## config.mk

```make
export PLATFORM = sky130hd
export DESIGN_NAME = edc_ctrl
export DESIGN_NICKNAME = d
export VERILOG_FILES = /design/src/edc_pkg.sv /design/src/edc_sync.sv /design/src/edc_ctrl.sv
export SDC_FILE = /design/constraint.sdc
export NUM_CORES = 1
export LEC_CHECK = 0
export BUFFER_PORTS_ARGS = -buffer_cell sky130_fd_sc_hd__buf_2
export CAP_MARGIN = 20
export CELL_PAD_IN_SITES_DETAIL_PLACEMENT = 1
export CELL_PAD_IN_SITES_GLOBAL_PLACEMENT = 1
export CORE_MARGIN = 3
export CORE_UTILIZATION = 46
export DETAILED_ROUTE_END_ITERATION = 10
export GPL_ROUTABILITY_DRIVEN = 0
export HOLD_SLACK_MARGIN = 0.12
export PLACE_DENSITY_LB_ADDON = 0.1
export SLEW_MARGIN = 5
export SYNTH_ARGS = -nofsm -noshare
export SYNTH_HDL_FRONTEND = slang
export SYNTH_SLANG_ARGS = --single-unit
```

## constraint.sdc

```tcl
create_clock -name clk_i -period 6.4 [get_ports clk_i]
set_clock_uncertainty 0.2 [all_clocks]
set_input_delay 0.96 -clock clk_i [delete_from_list [all_inputs] [get_ports clk_i]]
set_output_delay 0.96 -clock clk_i [all_outputs]
set_load 0.02 [all_outputs]
```

## src/edc_pkg.sv

```systemverilog
/*
 * edc_pkg: constants for the host-side controller of the 16-bit SEC/DED
 * error detection and correction part.
 * Assumes one 20 MHz clock and a part that is fully combinational.
 */
// Functional notes
// both selects low: write, checkword out
// latch low, drive high: read inputs in
// both high: latch word, flags valid
// latch high, drive low: corrected data out
// check bits 0..2 parity over data
// check bits 3..5 parity over data
// syndrome bit low where check disagrees
// no error: both flags low
// one error: single flag, corrected
// two errors: both flags, no correction
// data lines bidirectional, mode selects driver
// check lines bidirectional, mode selects driver
// two dedicated flag outputs from check
// inputs stable around latch select edge
// drive select enables device drivers
// fixed parity sense, clean word all-high
package edc_pkg;
	localparam int DATA_W = 16;
	localparam int CHK_W  = 6;
	localparam int ADDR_W = 3;

	// register word offsets (byte address = 4 * index)
	localparam logic [ADDR_W-1:0] REG_CTRL   = 3'h0;
	localparam logic [ADDR_W-1:0] REG_WDATA  = 3'h1;
	localparam logic [ADDR_W-1:0] REG_WCHECK = 3'h2;
	localparam logic [ADDR_W-1:0] REG_RDATA  = 3'h3;
	localparam logic [ADDR_W-1:0] REG_RCHECK = 3'h4;
	localparam logic [ADDR_W-1:0] REG_STATUS = 3'h5;
	localparam logic [ADDR_W-1:0] REG_IRQ    = 3'h6;
	localparam logic [ADDR_W-1:0] REG_MASK   = 3'h7;

	// control register fields
	localparam int CTRL_OP_LSB = 0; // 2-bit operation code
	localparam int CTRL_GO_BIT = 2; // write 1 to start
	localparam logic [1:0] OP_WRITE   = 2'h0; // generate checkword
	localparam logic [1:0] OP_CORRECT = 2'h1; // read, latch, correct
	// status fields
	localparam int ST_BUSY_BIT = 0;
	localparam int ST_SEF_BIT  = 1;
	localparam int ST_DEF_BIT  = 2;
	// irq status / mask fields
	localparam int IRQ_DONE_BIT = 0;
	localparam int IRQ_SEF_BIT  = 1;
	localparam int IRQ_DEF_BIT  = 2;
	localparam logic [2:0] MASK_RST = 3'h0;

	// timing: each phase time in ns, then cycles at 20 MHz (rounded up)
	localparam int CLK_NS        = 50;
	localparam int SETTLE_NS     = 100; // data/check settle before latch edge
	localparam int HOLD_NS       = 50;  // hold after latch edge
	localparam int PROP_NS       = 50;  // flags and outputs valid
	localparam int SETTLE_CYC    = (SETTLE_NS + CLK_NS - 1) / CLK_NS;
	localparam int HOLD_CYC      = (HOLD_NS + CLK_NS - 1) / CLK_NS;
	localparam int PROP_CYC      = (PROP_NS + CLK_NS - 1) / CLK_NS;
	localparam int SYNC_CYC      = 2;   // pin synchroniser latency in cycles
	localparam int CNT_W         = 4;

	typedef enum logic [2:0] {
		EDC_IDLE, EDC_WR_SET, EDC_WR_CAP, EDC_RD_SET, EDC_RD_LATCH,
		EDC_RD_FLAG, EDC_RD_CORR, EDC_DONE
	} edc_state_t;
endpackage : edc_pkg

```

## src/edc_sync.sv

```systemverilog
/*
 * edc_sync: two-flop synchroniser bank for pins read back from the part.
 * Assumes inputs are asynchronous to clk_i; output is the second flop only.
 */
`timescale 1ns/1ps
module edc_sync #(
	parameter int WIDTH = 1
) (
	// clock and reset
	input  wire logic             clk_i,
	input  wire logic             rst_ni,
	// raw and synchronised data
	input  wire logic [WIDTH-1:0] d_i,
	output logic      [WIDTH-1:0] q_o
);
	logic [WIDTH-1:0] meta_q;

	// first flop feeds only the second
	always_ff @(posedge clk_i or negedge rst_ni) begin
		if (!rst_ni) begin
			meta_q <= '0;
			q_o    <= '0;
		end else begin
			meta_q <= d_i;
			q_o    <= meta_q;
		end
	end
endmodule : edc_sync

```

## src/edc_ctrl.sv

```systemverilog
/*
 * edc_ctrl: host controller for the 16-bit SEC/DED correction part.
 * Software orders a write (checkword generation) or a read-and-correct
 * cycle over Avalon-MM; the controller sequences both select pins and the
 * two bidirectional buses. Assumes the part is combinational and settles
 * within PROP_NS, and that the memory side is modelled by software data.
 */
// The implementer's own choices: the Avalon-MM interface to the registers and the register offsets.
`timescale 1ns/1ps
module edc_ctrl
	import edc_pkg::*;
(
	// clock and reset
	input  wire logic              clk_i,
	input  wire logic              resetn_i,
	// avalon-mm slave
	input  wire logic [ADDR_W-1:0] avs_address_i,
	input  wire logic              avs_read_i,
	input  wire logic              avs_write_i,
	input  wire logic [31:0]       avs_writedata_i,
	output logic      [31:0]       avs_readdata_o,
	output logic                   avs_waitrequest_o,
	// mode selects to the part
	output logic                   output_drive_select_o,
	output logic                   latch_correct_select_o,
	// data lines, split three ways
	input  wire logic [DATA_W-1:0] data_lines_i,
	output logic      [DATA_W-1:0] data_lines_o,
	output logic                   data_lines_oe_o,
	// check lines, split three ways
	input  wire logic [CHK_W-1:0]  check_lines_i,
	output logic      [CHK_W-1:0]  check_lines_o,
	output logic                   check_lines_oe_o,
	// error flags from the part
	input  wire logic              single_error_flag_i,
	input  wire logic              double_error_flag_i,
	// interrupt
	output logic                   irq_o
);
	logic [1:0]        rst_sync_q;
	logic              rst_n;
	logic [DATA_W-1:0] data_s;
	logic [CHK_W-1:0]  chk_s;
	logic [1:0]        flag_s;

	// reset release through two flops, assert asynchronously
	always_ff @(posedge clk_i or negedge resetn_i) begin
		if (!resetn_i) rst_sync_q <= 2'h0;
		else           rst_sync_q <= {rst_sync_q[0], 1'b1};
	end
	assign rst_n = rst_sync_q[1];

	// pins from the part pass two flops before any use
	edc_sync #(.WIDTH(DATA_W + CHK_W + 2)) u_sync (
		.clk_i  (clk_i),
		.rst_ni (rst_n),
		.d_i    ({data_lines_i, check_lines_i, single_error_flag_i, double_error_flag_i}),
		.q_o    ({data_s, chk_s, flag_s})
	);

	edc_state_t        st_q, st_d;
	logic [CNT_W-1:0]  cnt_q, cnt_d;
	logic [1:0]        op_q, op_d;
	logic [DATA_W-1:0] wdata_q, wdata_d, rdata_q, rdata_d;
	logic [CHK_W-1:0]  wchk_q, wchk_d, rchk_q, rchk_d;
	logic              sef_q, sef_d, def_q, def_d;
	logic [2:0]        irq_q, irq_d, mask_q, mask_d;
	logic              s0_q, s0_d, s1_q, s1_d;
	logic              doe_q, doe_d, coe_q, coe_d;
	logic [31:0]       rd_q, rd_d;
	logic              wait_q, wait_d;
	logic              acc;
	logic [2:0]        ev;

	assign acc = avs_read_i | avs_write_i;

	// register decode for reads
	function automatic logic [31:0] rd_mux(input logic [ADDR_W-1:0] a);
		case (a)
			REG_CTRL:   rd_mux = {30'h0, op_q};
			REG_WDATA:  rd_mux = {16'h0, wdata_q};
			REG_WCHECK: rd_mux = {26'h0, wchk_q};
			REG_RDATA:  rd_mux = {16'h0, rdata_q};
			REG_RCHECK: rd_mux = {26'h0, rchk_q};
			REG_STATUS: rd_mux = {29'h0, def_q, sef_q, (st_q != EDC_IDLE)};
			REG_IRQ:    rd_mux = {29'h0, irq_q};
			REG_MASK:   rd_mux = {29'h0, mask_q};
			default:    rd_mux = 32'h0;
		endcase
	endfunction : rd_mux

	// sequencer, bus slave and interrupt next-state logic
	always_comb begin
		st_d = st_q; cnt_d = cnt_q; op_d = op_q;
		wdata_d = wdata_q; wchk_d = wchk_q; rdata_d = rdata_q; rchk_d = rchk_q;
		sef_d = sef_q; def_d = def_q; mask_d = mask_q;
		s0_d = s0_q; s1_d = s1_q; doe_d = doe_q; coe_d = coe_q;
		rd_d = rd_q; wait_d = 1'b1; ev = 3'h0;
		// bus: one idle wait cycle, answer on the second
		if (acc && wait_q) begin
			wait_d = 1'b0;
			rd_d = rd_mux(avs_address_i);
		end
		// a write lands only on the edge where waitrequest is low
		if (avs_write_i && !wait_q) begin
			case (avs_address_i)
				REG_CTRL: begin
					if (avs_writedata_i[CTRL_GO_BIT] && st_q == EDC_IDLE) begin
						op_d  = avs_writedata_i[CTRL_OP_LSB +: 2];
						st_d  = (op_d == OP_WRITE) ? EDC_WR_SET : EDC_RD_SET;
						cnt_d = CNT_W'(SETTLE_CYC);
					end
				end
				REG_WDATA:  wdata_d = avs_writedata_i[DATA_W-1:0];
				REG_WCHECK: wchk_d  = avs_writedata_i[CHK_W-1:0];
				REG_MASK:   mask_d  = avs_writedata_i[2:0];
				default: ;
			endcase
		end
		if (cnt_q != '0) cnt_d = cnt_q - 1'b1;
		case (st_q)
			EDC_IDLE: begin
				s0_d = 1'b1; s1_d = 1'b0; doe_d = 1'b0; coe_d = 1'b0; // part idles in read
			end
			EDC_WR_SET: begin
				s1_d = 1'b0; s0_d = 1'b0;
				doe_d = 1'b1; coe_d = 1'b0;
				if (cnt_q == '0) begin
					st_d = EDC_WR_CAP;
					cnt_d = CNT_W'(PROP_CYC);
				end
			end
			EDC_WR_CAP: if (cnt_q == '0) begin
				wchk_d = chk_s; // generated checkword
				sef_d = flag_s[1]; def_d = flag_s[0]; // expects both low
				st_d = EDC_DONE;
			end
			EDC_RD_SET: begin
				s1_d = 1'b0; s0_d = 1'b1;
				doe_d = 1'b1; coe_d = 1'b1;
				if (cnt_q == '0) begin
					st_d = EDC_RD_LATCH;
					cnt_d = CNT_W'(HOLD_CYC);
				end
			end
			EDC_RD_LATCH: begin
				s1_d = 1'b1; // latch edge, inputs still driven
				if (cnt_q == '0) begin
					doe_d = 1'b0; coe_d = 1'b0; // release before part drives
					st_d = EDC_RD_FLAG;
					cnt_d = CNT_W'(PROP_CYC);
				end
			end
			EDC_RD_FLAG: if (cnt_q == '0) begin
				s0_d = 1'b0; // part drives corrected data and syndrome
				st_d = EDC_RD_CORR;
				// new pin levels need the synchroniser latency on top
				cnt_d = CNT_W'(PROP_CYC + SYNC_CYC);
			end
			EDC_RD_CORR: if (cnt_q == '0) begin
				rdata_d = data_s; rchk_d = chk_s; // syndrome, all-high clean R16
				sef_d = flag_s[1]; def_d = flag_s[0];
				ev[IRQ_SEF_BIT] = flag_s[1] & ~flag_s[0];
				ev[IRQ_DEF_BIT] = flag_s[0]; // double error interrupt
				st_d = EDC_DONE;
			end
			EDC_DONE: begin
				s0_d = 1'b1; s1_d = 1'b0;
				ev[IRQ_DONE_BIT] = 1'b1;
				st_d = EDC_IDLE;
			end
			default: st_d = EDC_IDLE;
		endcase
		// sticky status: set wins over write-one-to-clear
		irq_d = irq_q;
		if (avs_write_i && !wait_q && avs_address_i == REG_IRQ)
			irq_d = irq_q & ~avs_writedata_i[2:0];
		irq_d = irq_d | ev;
	end

	// register all state
	always_ff @(posedge clk_i or negedge rst_n) begin
		if (!rst_n) begin
			st_q <= EDC_IDLE; cnt_q <= '0; op_q <= OP_WRITE;
			wdata_q <= '0; wchk_q <= '0; rdata_q <= '0; rchk_q <= '0;
			sef_q <= 1'b0; def_q <= 1'b0; irq_q <= 3'h0; mask_q <= MASK_RST;
			s0_q <= 1'b1; s1_q <= 1'b0; doe_q <= 1'b0; coe_q <= 1'b0;
			rd_q <= 32'h0; wait_q <= 1'b1;
		end else begin
			st_q <= st_d; cnt_q <= cnt_d; op_q <= op_d;
			wdata_q <= wdata_d; wchk_q <= wchk_d; rdata_q <= rdata_d; rchk_q <= rchk_d;
			sef_q <= sef_d; def_q <= def_d; irq_q <= irq_d; mask_q <= mask_d;
			s0_q <= s0_d; s1_q <= s1_d; doe_q <= doe_d; coe_q <= coe_d;
			rd_q <= rd_d; wait_q <= wait_d;
		end
	end

	// interrupt output registered for a clean level
	logic irq_out_q;
	always_ff @(posedge clk_i or negedge rst_n) begin
		if (!rst_n) irq_out_q <= 1'b0;
		else        irq_out_q <= |(irq_d & mask_d);
	end

	assign avs_readdata_o         = rd_q;
	assign avs_waitrequest_o      = wait_q;
	assign output_drive_select_o  = s0_q;
	assign latch_correct_select_o = s1_q;
	assign data_lines_o           = wdata_q;
	assign data_lines_oe_o        = doe_q;
	assign check_lines_o          = wchk_q;
	assign check_lines_oe_o       = coe_q;
	assign irq_o                  = irq_out_q;
endmodule : edc_ctrl

```

==> run_summary.xml, run 1 <==
<?xml version="1.0" encoding="UTF-8"?>
<metrics>
  <group name="detailed_routing">
    <metric name="drtIter0Drc" unit="">145</metric>
    <metric name="totalWireLength" unit="um">11800</metric>
    <metric name="drt_pre_antenna_iters" unit="">4</metric>
    <metric name="vias" unit="">3289</metric>
    <metric name="avgRoutedWirePerCell" unit="um">18.4</metric>
    <metric name="route.antenna.remaining_nets" unit="">0</metric>
    <metric name="drc_errors" unit="">0</metric>
    <metric name="route.detailed.vias_per_inst" unit="">5.16</metric>
  </group>
  <group name="critical_path">
    <metric name="path_cells" unit="">inv_1 &gt; ha_1 &gt; or3b_1 &gt; nor3_4 &gt; buf_4 &gt; mux2_2</metric>
    <metric name="path_delay_family" unit="">simple AND/OR/NAND/NOR gates</metric>
    <metric name="worst-path-buf-inv" unit="">2</metric>
    <metric name="critical_path.endpoint_type" unit="">flip-flop</metric>
    <metric name="required" unit="ns">6.60</metric>
    <metric name="critical-path-slowest-cell" unit="">sky130_fd_sc_hd__nor3_4</metric>
    <metric name="worst_path_largest_cell_delay" unit="ns">0.61</metric>
    <metric name="critical_path.reg2reg.startpoint" unit="">cnt_q[1]$_DFF_PN0_</metric>
    <metric name="worstReg2RegEnd" unit="">rdata_q[10]$_DFFE_PN0P_</metric>
    <metric name="cp.arrival" unit="ns">3.10</metric>
    <metric name="critical_path.startpoint_type" unit="">flip-flop</metric>
    <metric name="worstPathMaxFanout" unit="">14</metric>
    <metric name="timing_worst_setup_path_type" unit="">reg2reg</metric>
    <metric name="setup.worst_path.start" unit="">cnt_q[1]$_DFF_PN0_</metric>
    <metric name="r2r.worst_path.cells" unit="">6</metric>
    <metric name="timing.reg2reg.setup_slack" unit="ns">3.50</metric>
  </group>
  <group name="logic_synthesis">
    <metric name="netlist_area" unit="mm2">0.00514</metric>
    <metric name="postSynth.asyncResetShare" unit="">1.00</metric>
    <metric name="most_frequent_cells_after_synthesis" unit="">sky130_fd_sc_hd__dfrtp_1 (131), sky130_fd_sc_hd__mux2_2 (47), sky130_fd_sc_hd__nand2_1 (40)</metric>
    <metric name="main_flop_type_after_synthesis" unit="">sky130_fd_sc_hd__dfrtp_1</metric>
    <metric name="number_of_enable_type_register_cells_in_the_synthesized_netlist" unit="">0</metric>
    <metric name="post-synth-top-count-cell" unit="">sky130_fd_sc_hd__dfrtp_1</metric>
    <metric name="synth-compound-area-share" unit="">0.0813</metric>
    <metric name="dominant_combinational_cell_family_by_area_after_synthesis" unit="">multiplexers</metric>
    <metric name="post_synthesis_sequential_area_ratio" unit="">0.648</metric>
    <metric name="synth_fa_ha_area_frac" unit="">0.00243</metric>
    <metric name="synthesis.instances" unit="">394</metric>
    <metric name="yosys.area.top_type" unit="">sky130_fd_sc_hd__dfrtp_1</metric>
    <metric name="post_synthesis_share_of_cell_area_spent_on_and_or_nand_and_nor_gates" unit="">0.0723</metric>
    <metric name="yosys_register_bits" unit="">133</metric>
    <metric name="post_synth_mux_area_share" unit="">0.146</metric>
    <metric name="synth-xor-area-share" unit="">0</metric>
    <metric name="synthesis.area_per_instance" unit="um2">13.0</metric>
    <metric name="synthesis.yosys.warnings" unit="">0</metric>
    <metric name="synth_top_cell_area_share" unit="">0.638</metric>
    <metric name="synth.distinct_cells" unit="">43</metric>
    <metric name="synth.area.top_cells" unit="">sky130_fd_sc_hd__dfrtp_1 (64%), sky130_fd_sc_hd__mux2_2 (10%), sky130_fd_sc_hd__mux2i_1 (3.9%), sky130_fd_sc_hd__o21ai_0 (3.1%), sky130_fd_sc_hd__nand2_1 (2.9%)</metric>
  </group>
  <group name="flow_run">
    <metric name="drv_cap" unit="">0</metric>
  </group>
  <group name="worst_hold_path">
    <metric name="min-delay-path-class" unit="">reg2reg</metric>
    <metric name="worst_hold_path.endpoint" unit="">u_sync.q_o[1]$_DFF_PN0_</metric>
    <metric name="hold-path-cell-count" unit="">0</metric>
    <metric name="holdCritStartpoint" unit="">u_sync.meta_q[1]$_DFF_PN0_</metric>
  </group>
  <group name="clock_tree">
    <metric name="post_cts_resized" unit="">0</metric>
    <metric name="cts.clk_slew.worst_paths" unit="ns">0.06</metric>
    <metric name="maximum_level_of_the_cts_h_tree" unit="">4</metric>
    <metric name="postCtsHoldBufs" unit="">1</metric>
    <metric name="cts.root.buffer_cell" unit="">sky130_fd_sc_hd__clkbuf_8</metric>
    <metric name="cts-buffers-inserted" unit="">17</metric>
    <metric name="numClockSinks" unit="">133</metric>
    <metric name="maximum_number_of_buffers_from_clock_root_to_sink" unit="">2</metric>
    <metric name="clkLatencyLatePin" unit="ns">0.52</metric>
    <metric name="tritoncts" unit="">done</metric>
    <metric name="cts_setup_buffers" unit="">0</metric>
  </group>
  <group name="place">
    <metric name="dp_hpwl" unit="um">7650</metric>
    <metric name="portBuffers" unit="">90</metric>
    <metric name="place.detailed.instances" unit="">605</metric>
  </group>
  <group name="global_route">
    <metric name="grt_pass1_wl" unit="um">19600</metric>
    <metric name="pin_count_of_the_biggest_net_entering_global_routing" unit="">69</metric>
    <metric name="globalRoute.totalOverflow" unit="">0</metric>
    <metric name="antenna_found_initial" unit="">0</metric>
    <metric name="gr-usage-all-layers" unit="">0.204</metric>
    <metric name="grt_pass1_vias" unit="">3651</metric>
  </group>
  <group name="die">
    <metric name="dieArea" unit="mm2">0.0125</metric>
    <metric name="chipHeight" unit="um">112</metric>
    <metric name="floorplan.initialDensity" unit="">0.485</metric>
    <metric name="die_w" unit="um">112</metric>
    <metric name="row_count" unit="">37</metric>
    <metric name="placeableCoreArea" unit="mm2">0.0106</metric>
    <metric name="ios" unit="">123</metric>
  </group>
  <group name="timing">
    <metric name="fmax" unit="MHz">345</metric>
    <metric name="transition_time_at_the_pin_with_the_least_slew_margin" unit="ns">0.920</metric>
    <metric name="max-slew-margin-rel" unit="">0.385</metric>
    <metric name="fin_crit_sh" unit="">0.453</metric>
    <metric name="final-setup-viol-count" unit="">0</metric>
    <metric name="final_critical_period" unit="ns">2.90</metric>
    <metric name="slew_viol_final" unit="">0</metric>
    <metric name="setup_tns_final" unit="ns">0</metric>
    <metric name="final_hold_viol_count" unit="">0</metric>
    <metric name="rsz_0062_raised_after_global_routing" unit="">false</metric>
  </group>
  <group name="power">
    <metric name="power.leakage" unit="uW">0.00306</metric>
    <metric name="power.ir.vdd_worst" unit="mV">0.349</metric>
    <metric name="power-per-cell-area" unit="mW/mm2">437</metric>
  </group>
  <group name="final_layout">
    <metric name="non_filler_cells_in_the_finished_layout" unit="">638</metric>
    <metric name="areaGrowthSynthToFinish" unit="%">21.6</metric>
    <metric name="fillers" unit="">1099</metric>
    <metric name="final_layout_size_suffix_gt1_frac" unit="">0.363</metric>
    <metric name="final_nets" unit="">553</metric>
    <metric name="antenna_cells_inserted" unit="">0</metric>
  </group>
  <group name="outcome">
    <metric name="result_of_the_run" unit="">complete, no violations</metric>
  </group>
</metrics>
[metal layers]
| layer | share of wire | global-route usage |
|---|---|---|
| met1 | 0.43 | 0.256 |
| met4 | 0.0091 | 0.0608 |
| met5 | 0 | 0 |
| met3 | 0.047 | 0.0598 |
| met2 | 0.51 | 0.343 |
[how the worst max path moves through the flow]
stage | cells after the start | end | slack [ns]
2_1_floorplan | 0 | avs_readdata_o[0]$_DFFE_PN0P_ | 2.22
3_3_place_gp | 4 | data_lines_o[10]$_DFFE_PN0P_ | 3.26
3_5_place_dp | 4 | data_lines_o[6]$_DFFE_PN0P_ | 3.23
4_1_cts | 6 | rdata_q[10]$_DFFE_PN0P_ | 3.45
5_1_grt | 6 | rdata_q[10]$_DFFE_PN0P_ | 3.33
6_report | 6 | rdata_q[10]$_DFFE_PN0P_ | 3.50
[state kept, by name (all words and copies together) (netlist names), 2 cells and up]
name / count
check_lines_o: 6
rdata_q: 16
cnt_q: 4
op_q: 2
u_sync.q_o: 24
u_sync.meta_q: 24
rchk_q: 6
avs_readdata_o: 16
irq_q: 3
mask_q: 3
data_lines_o: 16
rst_sync_q: 2
st_q: 3
[layout make-up]
cell class	count	area, um2	share of cell area
sequential	133	3330	0.533
clock inverter	15	194	0.0310
multi-input combinational	234	1620	0.259
clock buffer	17	414	0.0663
tap	136	170	0.0272
timing repair buffer	94	483	0.0773
inverter	9	33.8	0.00540
[layout by cell type, fill, tap and decap left out, drive strengths merged, types with 14 or more instances in the layout]
cell type  netlist  layout
nor2            14      14
conb             2      17
clkbuf           8      17
dfrtp          131     131
mux2            47      47
a21oi           15      15
o21ai           33      33
mux2i           20      20
inv              9      16
nand2           40      40
buf             25      93
[report_power, final]
| group | internal [uW] | total, uW | switching, uW |
|---|---|---|---|
| logic | 239 | 570 | 331 |
| registers | 1020 | 1170 | 144 |
| clock network | 605 | 993 | 388 |
[per-stage QoR]
step | utilization | power (uW) | instance area, um2 | setup slack (ns) | hold slack (ns)
after floorplan | - | 1550 | 5200 | 2.22 | 0.131
after global placement | 0.531 | 1720 | 5630 | 3.26 | 0.132
after detailed placement | 0.531 | 1750 | 5630 | 3.23 | 0.136
after CTS | 0.590 | 2760 | 6250 | 3.45 | 0.148
after global routing | 0.590 | 2890 | 6250 | 3.33 | 0.156
final | 0.590 | 2730 | 6250 | 3.50 | 0.147
[cell families (layout without fill, tap and decap cells)]
logic type      Yosys count  after routing
simple gates             79             79
mux                      68             68
flops                   133            133
buf+inv                  42            135
fa+ha+maj                 1              1
compound gates           69             69
other cells               2             17
(Power assumes the default switching activity.)
==> run 2: changes to the inputs <==
--- a/config.mk
+++ b/config.mk
@@ -10,7 +10,7 @@
 export CELL_PAD_IN_SITES_DETAIL_PLACEMENT = 1
 export CELL_PAD_IN_SITES_GLOBAL_PLACEMENT = 1
 export CORE_MARGIN = 3
-export CORE_UTILIZATION = 46
+export CORE_UTILIZATION = 42
 export DETAILED_ROUTE_END_ITERATION = 10
 export GPL_ROUTABILITY_DRIVEN = 0
 export HOLD_SLACK_MARGIN = 0.12
==> constraint.sdc (replaced) <==
create_clock -name clk_i -period 2.76 [get_ports clk_i]
set_clock_uncertainty 0.2 [all_clocks]
set_input_delay 0.414 -clock clk_i [delete_from_list [all_inputs] [get_ports clk_i]]
set_output_delay 0.414 -clock clk_i [all_outputs]
set_load 0.02 [all_outputs]
==> run 2 against run 1 <==
Compared with the run above:
- utilization fell by 1.8 points
- sequential share of layout area fell by 3.5 points
- critical endpoint is now rchk_q[3]$_DFFE_PN0P_
- design area rose by 7.0%
- global-route usage fell by 0.36 points
==> run_summary.xml, run 2 (synthesis gave the netlist of run 1 again) <==
<?xml version="1.0" encoding="UTF-8"?>
<metrics>
  <group name="outcome">
    <metric name="result_of_the_run" unit="">complete, no violations</metric>
  </group>
  <group name="place">
    <metric name="portBuffers" unit="">90</metric>
    <metric name="postPlaceCellArea" unit="mm2">0.00572</metric>
    <metric name="dp_hpwl" unit="um">7850</metric>
    <metric name="worst_slack_after_detailed_placement" unit="ns">0.483</metric>
  </group>
  <group name="clock_tree">
    <metric name="post_cts_resized" unit="">0</metric>
    <metric name="numClockSinks" unit="">133</metric>
    <metric name="maximum_number_of_buffers_from_clock_root_to_sink" unit="">2</metric>
    <metric name="cts.root.buffer_cell" unit="">sky130_fd_sc_hd__clkbuf_16</metric>
    <metric name="clkLatencyLatePin" unit="ns">0.42</metric>
    <metric name="tritoncts" unit="">done</metric>
    <metric name="cts.clk_slew.worst_paths" unit="ns">0.06</metric>
    <metric name="cts-buffers-inserted" unit="">17</metric>
    <metric name="maximum_level_of_the_cts_h_tree" unit="">4</metric>
  </group>
  <group name="critical_path">
    <metric name="worst-path-buf-inv" unit="">2</metric>
    <metric name="required" unit="ns">2.86</metric>
    <metric name="path_cells" unit="">inv_1 &gt; ha_1 &gt; or3b_1 &gt; nor3_4 &gt; buf_12 &gt; mux2_2</metric>
    <metric name="critical_path.endpoint_type" unit="">flip-flop</metric>
    <metric name="worstPathMaxFanout" unit="">26</metric>
    <metric name="cp.arrival" unit="ns">2.34</metric>
    <metric name="critical-path-slowest-cell" unit="">sky130_fd_sc_hd__or3b_1</metric>
    <metric name="timing_worst_setup_path_type" unit="">reg2reg</metric>
    <metric name="path_delay_family" unit="">simple AND/OR/NAND/NOR gates</metric>
    <metric name="timing.reg2reg.setup_slack" unit="ns">0.52</metric>
    <metric name="critical_path.startpoint_type" unit="">flip-flop</metric>
    <metric name="worst_path_largest_cell_delay" unit="ns">0.43</metric>
  </group>
  <group name="detailed_routing">
    <metric name="avgRoutedWirePerCell" unit="um">17.7</metric>
    <metric name="route.antenna.remaining_nets" unit="">0</metric>
    <metric name="drc_errors" unit="">0</metric>
    <metric name="drt_pre_antenna_iters" unit="">4</metric>
    <metric name="vias" unit="">3506</metric>
    <metric name="totalWireLength" unit="um">12200</metric>
    <metric name="route.detailed.vias_per_inst" unit="">5.08</metric>
    <metric name="drtIter0Drc" unit="">168</metric>
  </group>
  <group name="die">
    <metric name="chipHeight" unit="um">117</metric>
    <metric name="row_count" unit="">39</metric>
    <metric name="ios" unit="">123</metric>
    <metric name="placeableCoreArea" unit="mm2">0.0117</metric>
    <metric name="floorplan.initialDensity" unit="">0.439</metric>
    <metric name="die_w" unit="um">117</metric>
    <metric name="dieArea" unit="mm2">0.0136</metric>
  </group>
  <group name="timing">
    <metric name="slew_viol_final" unit="">0</metric>
    <metric name="finalWorstSetupSlack" unit="ns">0.517</metric>
    <metric name="transition_time_at_the_pin_with_the_least_slew_margin" unit="ns">0.639</metric>
    <metric name="fin_crit_sh" unit="">0.813</metric>
    <metric name="final_hold_viol_count" unit="">0</metric>
    <metric name="final-setup-viol-count" unit="">0</metric>
    <metric name="final_critical_period" unit="ns">2.24</metric>
    <metric name="setup_tns_final" unit="ns">0</metric>
    <metric name="fmax" unit="MHz">446</metric>
    <metric name="rsz_0062_raised_after_global_routing" unit="">false</metric>
    <metric name="holdWs" unit="ns">0.148</metric>
    <metric name="max-slew-margin-rel" unit="">0.574</metric>
  </group>
  <group name="final_layout">
    <metric name="top_regs" unit="">u_sync.meta_q x24, u_sync.q_o x24</metric>
    <metric name="final_nets" unit="">598</metric>
    <metric name="areaGrowthSynthToFinish" unit="%">30.1</metric>
    <metric name="final_layout_size_suffix_gt1_frac" unit="">0.344</metric>
    <metric name="layout.cells.most_common" unit="">sky130_fd_sc_hd__dfrtp_1</metric>
    <metric name="antenna_cells_inserted" unit="">0</metric>
    <metric name="layout_common_cells" unit="">sky130_fd_sc_hd__dfrtp_1 (130), sky130_fd_sc_hd__buf_2 (90), sky130_fd_sc_hd__mux2_2 (47), sky130_fd_sc_hd__nand2_1 (40), sky130_fd_sc_hd__dlygate4sd3_1 (39)</metric>
    <metric name="post-route-cell-area" unit="mm2">0.00669</metric>
  </group>
  <group name="flow_run">
    <metric name="drv_cap" unit="">0</metric>
  </group>
  <group name="power">
    <metric name="netSwitchingFraction" unit="">0.311</metric>
    <metric name="pwr-share-comb" unit="">0.219</metric>
    <metric name="power-per-cell-area" unit="mW/mm2">935</metric>
    <metric name="power.leakage" unit="uW">0.00324</metric>
    <metric name="power.ir.vdd_worst" unit="mV">0.577</metric>
    <metric name="switchingPower" unit="uW">1940</metric>
    <metric name="intPower" unit="uW">4310</metric>
    <metric name="sequential_share_of_power" unit="">0.433</metric>
    <metric name="clock_power_share" unit="">0.348</metric>
  </group>
  <group name="global_route">
    <metric name="grt_pass1_vias" unit="">3820</metric>
    <metric name="globalRoute.busiestLayer" unit="">met2</metric>
    <metric name="grt.met3_usage" unit="">0.0658</metric>
    <metric name="grt_use_met1" unit="">0.248</metric>
    <metric name="gr-usage-all-layers" unit="">0.200</metric>
    <metric name="antenna_found_initial" unit="">0</metric>
    <metric name="globalRoute.totalOverflow" unit="">0</metric>
    <metric name="groute.layer.met2.usage" unit="">0.320</metric>
    <metric name="grt_pass1_wl" unit="um">20100</metric>
    <metric name="pin_count_of_the_biggest_net_entering_global_routing" unit="">66</metric>
  </group>
  <group name="worst_hold_path">
    <metric name="min-delay-path-class" unit="">in2reg</metric>
  </group>
</metrics>
==> run 2: cell count changes in the layout (fill, tap and decap cells not counted), sizes merged <==
cell and change:
buf +7, inv -5, clkinvlp +2, dlygate4sd3 +38, clkbuf +5, bufinv -2
==> run 2: repair_timing <==
item,in CTS,in global routing
hold endpoints to repair,41,0
setup endpoints to repair,0,0
buffers inserted,0,0
hold buffers,39,0
==> run 2: worst reg2reg max path, stage by stage (launching register included) <==
cell	delay, ns
sky130_fd_sc_hd__dfrtp_1	0.41
sky130_fd_sc_hd__inv_1	0.07
sky130_fd_sc_hd__ha_1	0.21
sky130_fd_sc_hd__or3b_1	0.43
sky130_fd_sc_hd__nor3_4	0.22
sky130_fd_sc_hd__buf_12	0.22
sky130_fd_sc_hd__mux2_2	0.38
==> run 2: layout make-up <==
type                            count  area, um2
Fill cell                        1228       5020
Tap cell                          143        179
Multi-Input combinational cell    234       1620
Clock buffer                       22        484
Timing Repair Buffer              139        941
Clock inverter                     10       96.3
Inverter                            9       33.8
Sequential cell                   133       3330
==> run 2: metal layers <==
layer | routed length, um | up-vias
met3 | 588 | 21
met1 | 5300 | 1778
met5 | 0 | -
met4 | 295 | 0
met2 | 6040 | 97
li1 | - | 1610
==> run 2: final timing paths <==
check | startpoint | end | cells past startpoint
setup / recovery | cnt_q[0]$_DFF_PN0_ | rchk_q[3]$_DFFE_PN0P_ | 6
hold / removal | avs_writedata_i[2] | data_lines_o[2]$_DFFE_PN0P_ | 2
setup reg to reg | cnt_q[0]$_DFF_PN0_ | rchk_q[3]$_DFFE_PN0P_ | 6
hold reg to reg | u_sync.meta_q[0]$_DFF_PN0_ | u_sync.q_o[0]$_DFF_PN0_ | 0
max in group asynchronous | rst_sync_q[1]$_DFF_PN0_ | avs_waitrequest_o$_DFF_PN1_ | 1
min in group asynchronous | rst_sync_q[1]$_DFF_PN0_ | u_sync.meta_q[1]$_DFF_PN0_ | 0
==> run 2: metrics by stage <==
step	total power, uW	utilization	std cells
6_report	6260	0.571	690
5_1_grt	6610	0.571	690
4_1_cts	6320	0.571	690
3_5_place_dp	4080	0.488	619
3_3_place_gp	4010	0.488	619
2_1_floorplan	3600	-	409
==> run 2: power by group through the flow <==
stage,Clock (uW),Sequential (uW),Combinational (uW)
floorplan,0,2860,744
global placement,0,2720,1300
detailed placement,0,2740,1330
CTS,2220,2720,1380
global route,2320,2770,1520
finish,2180,2710,1370
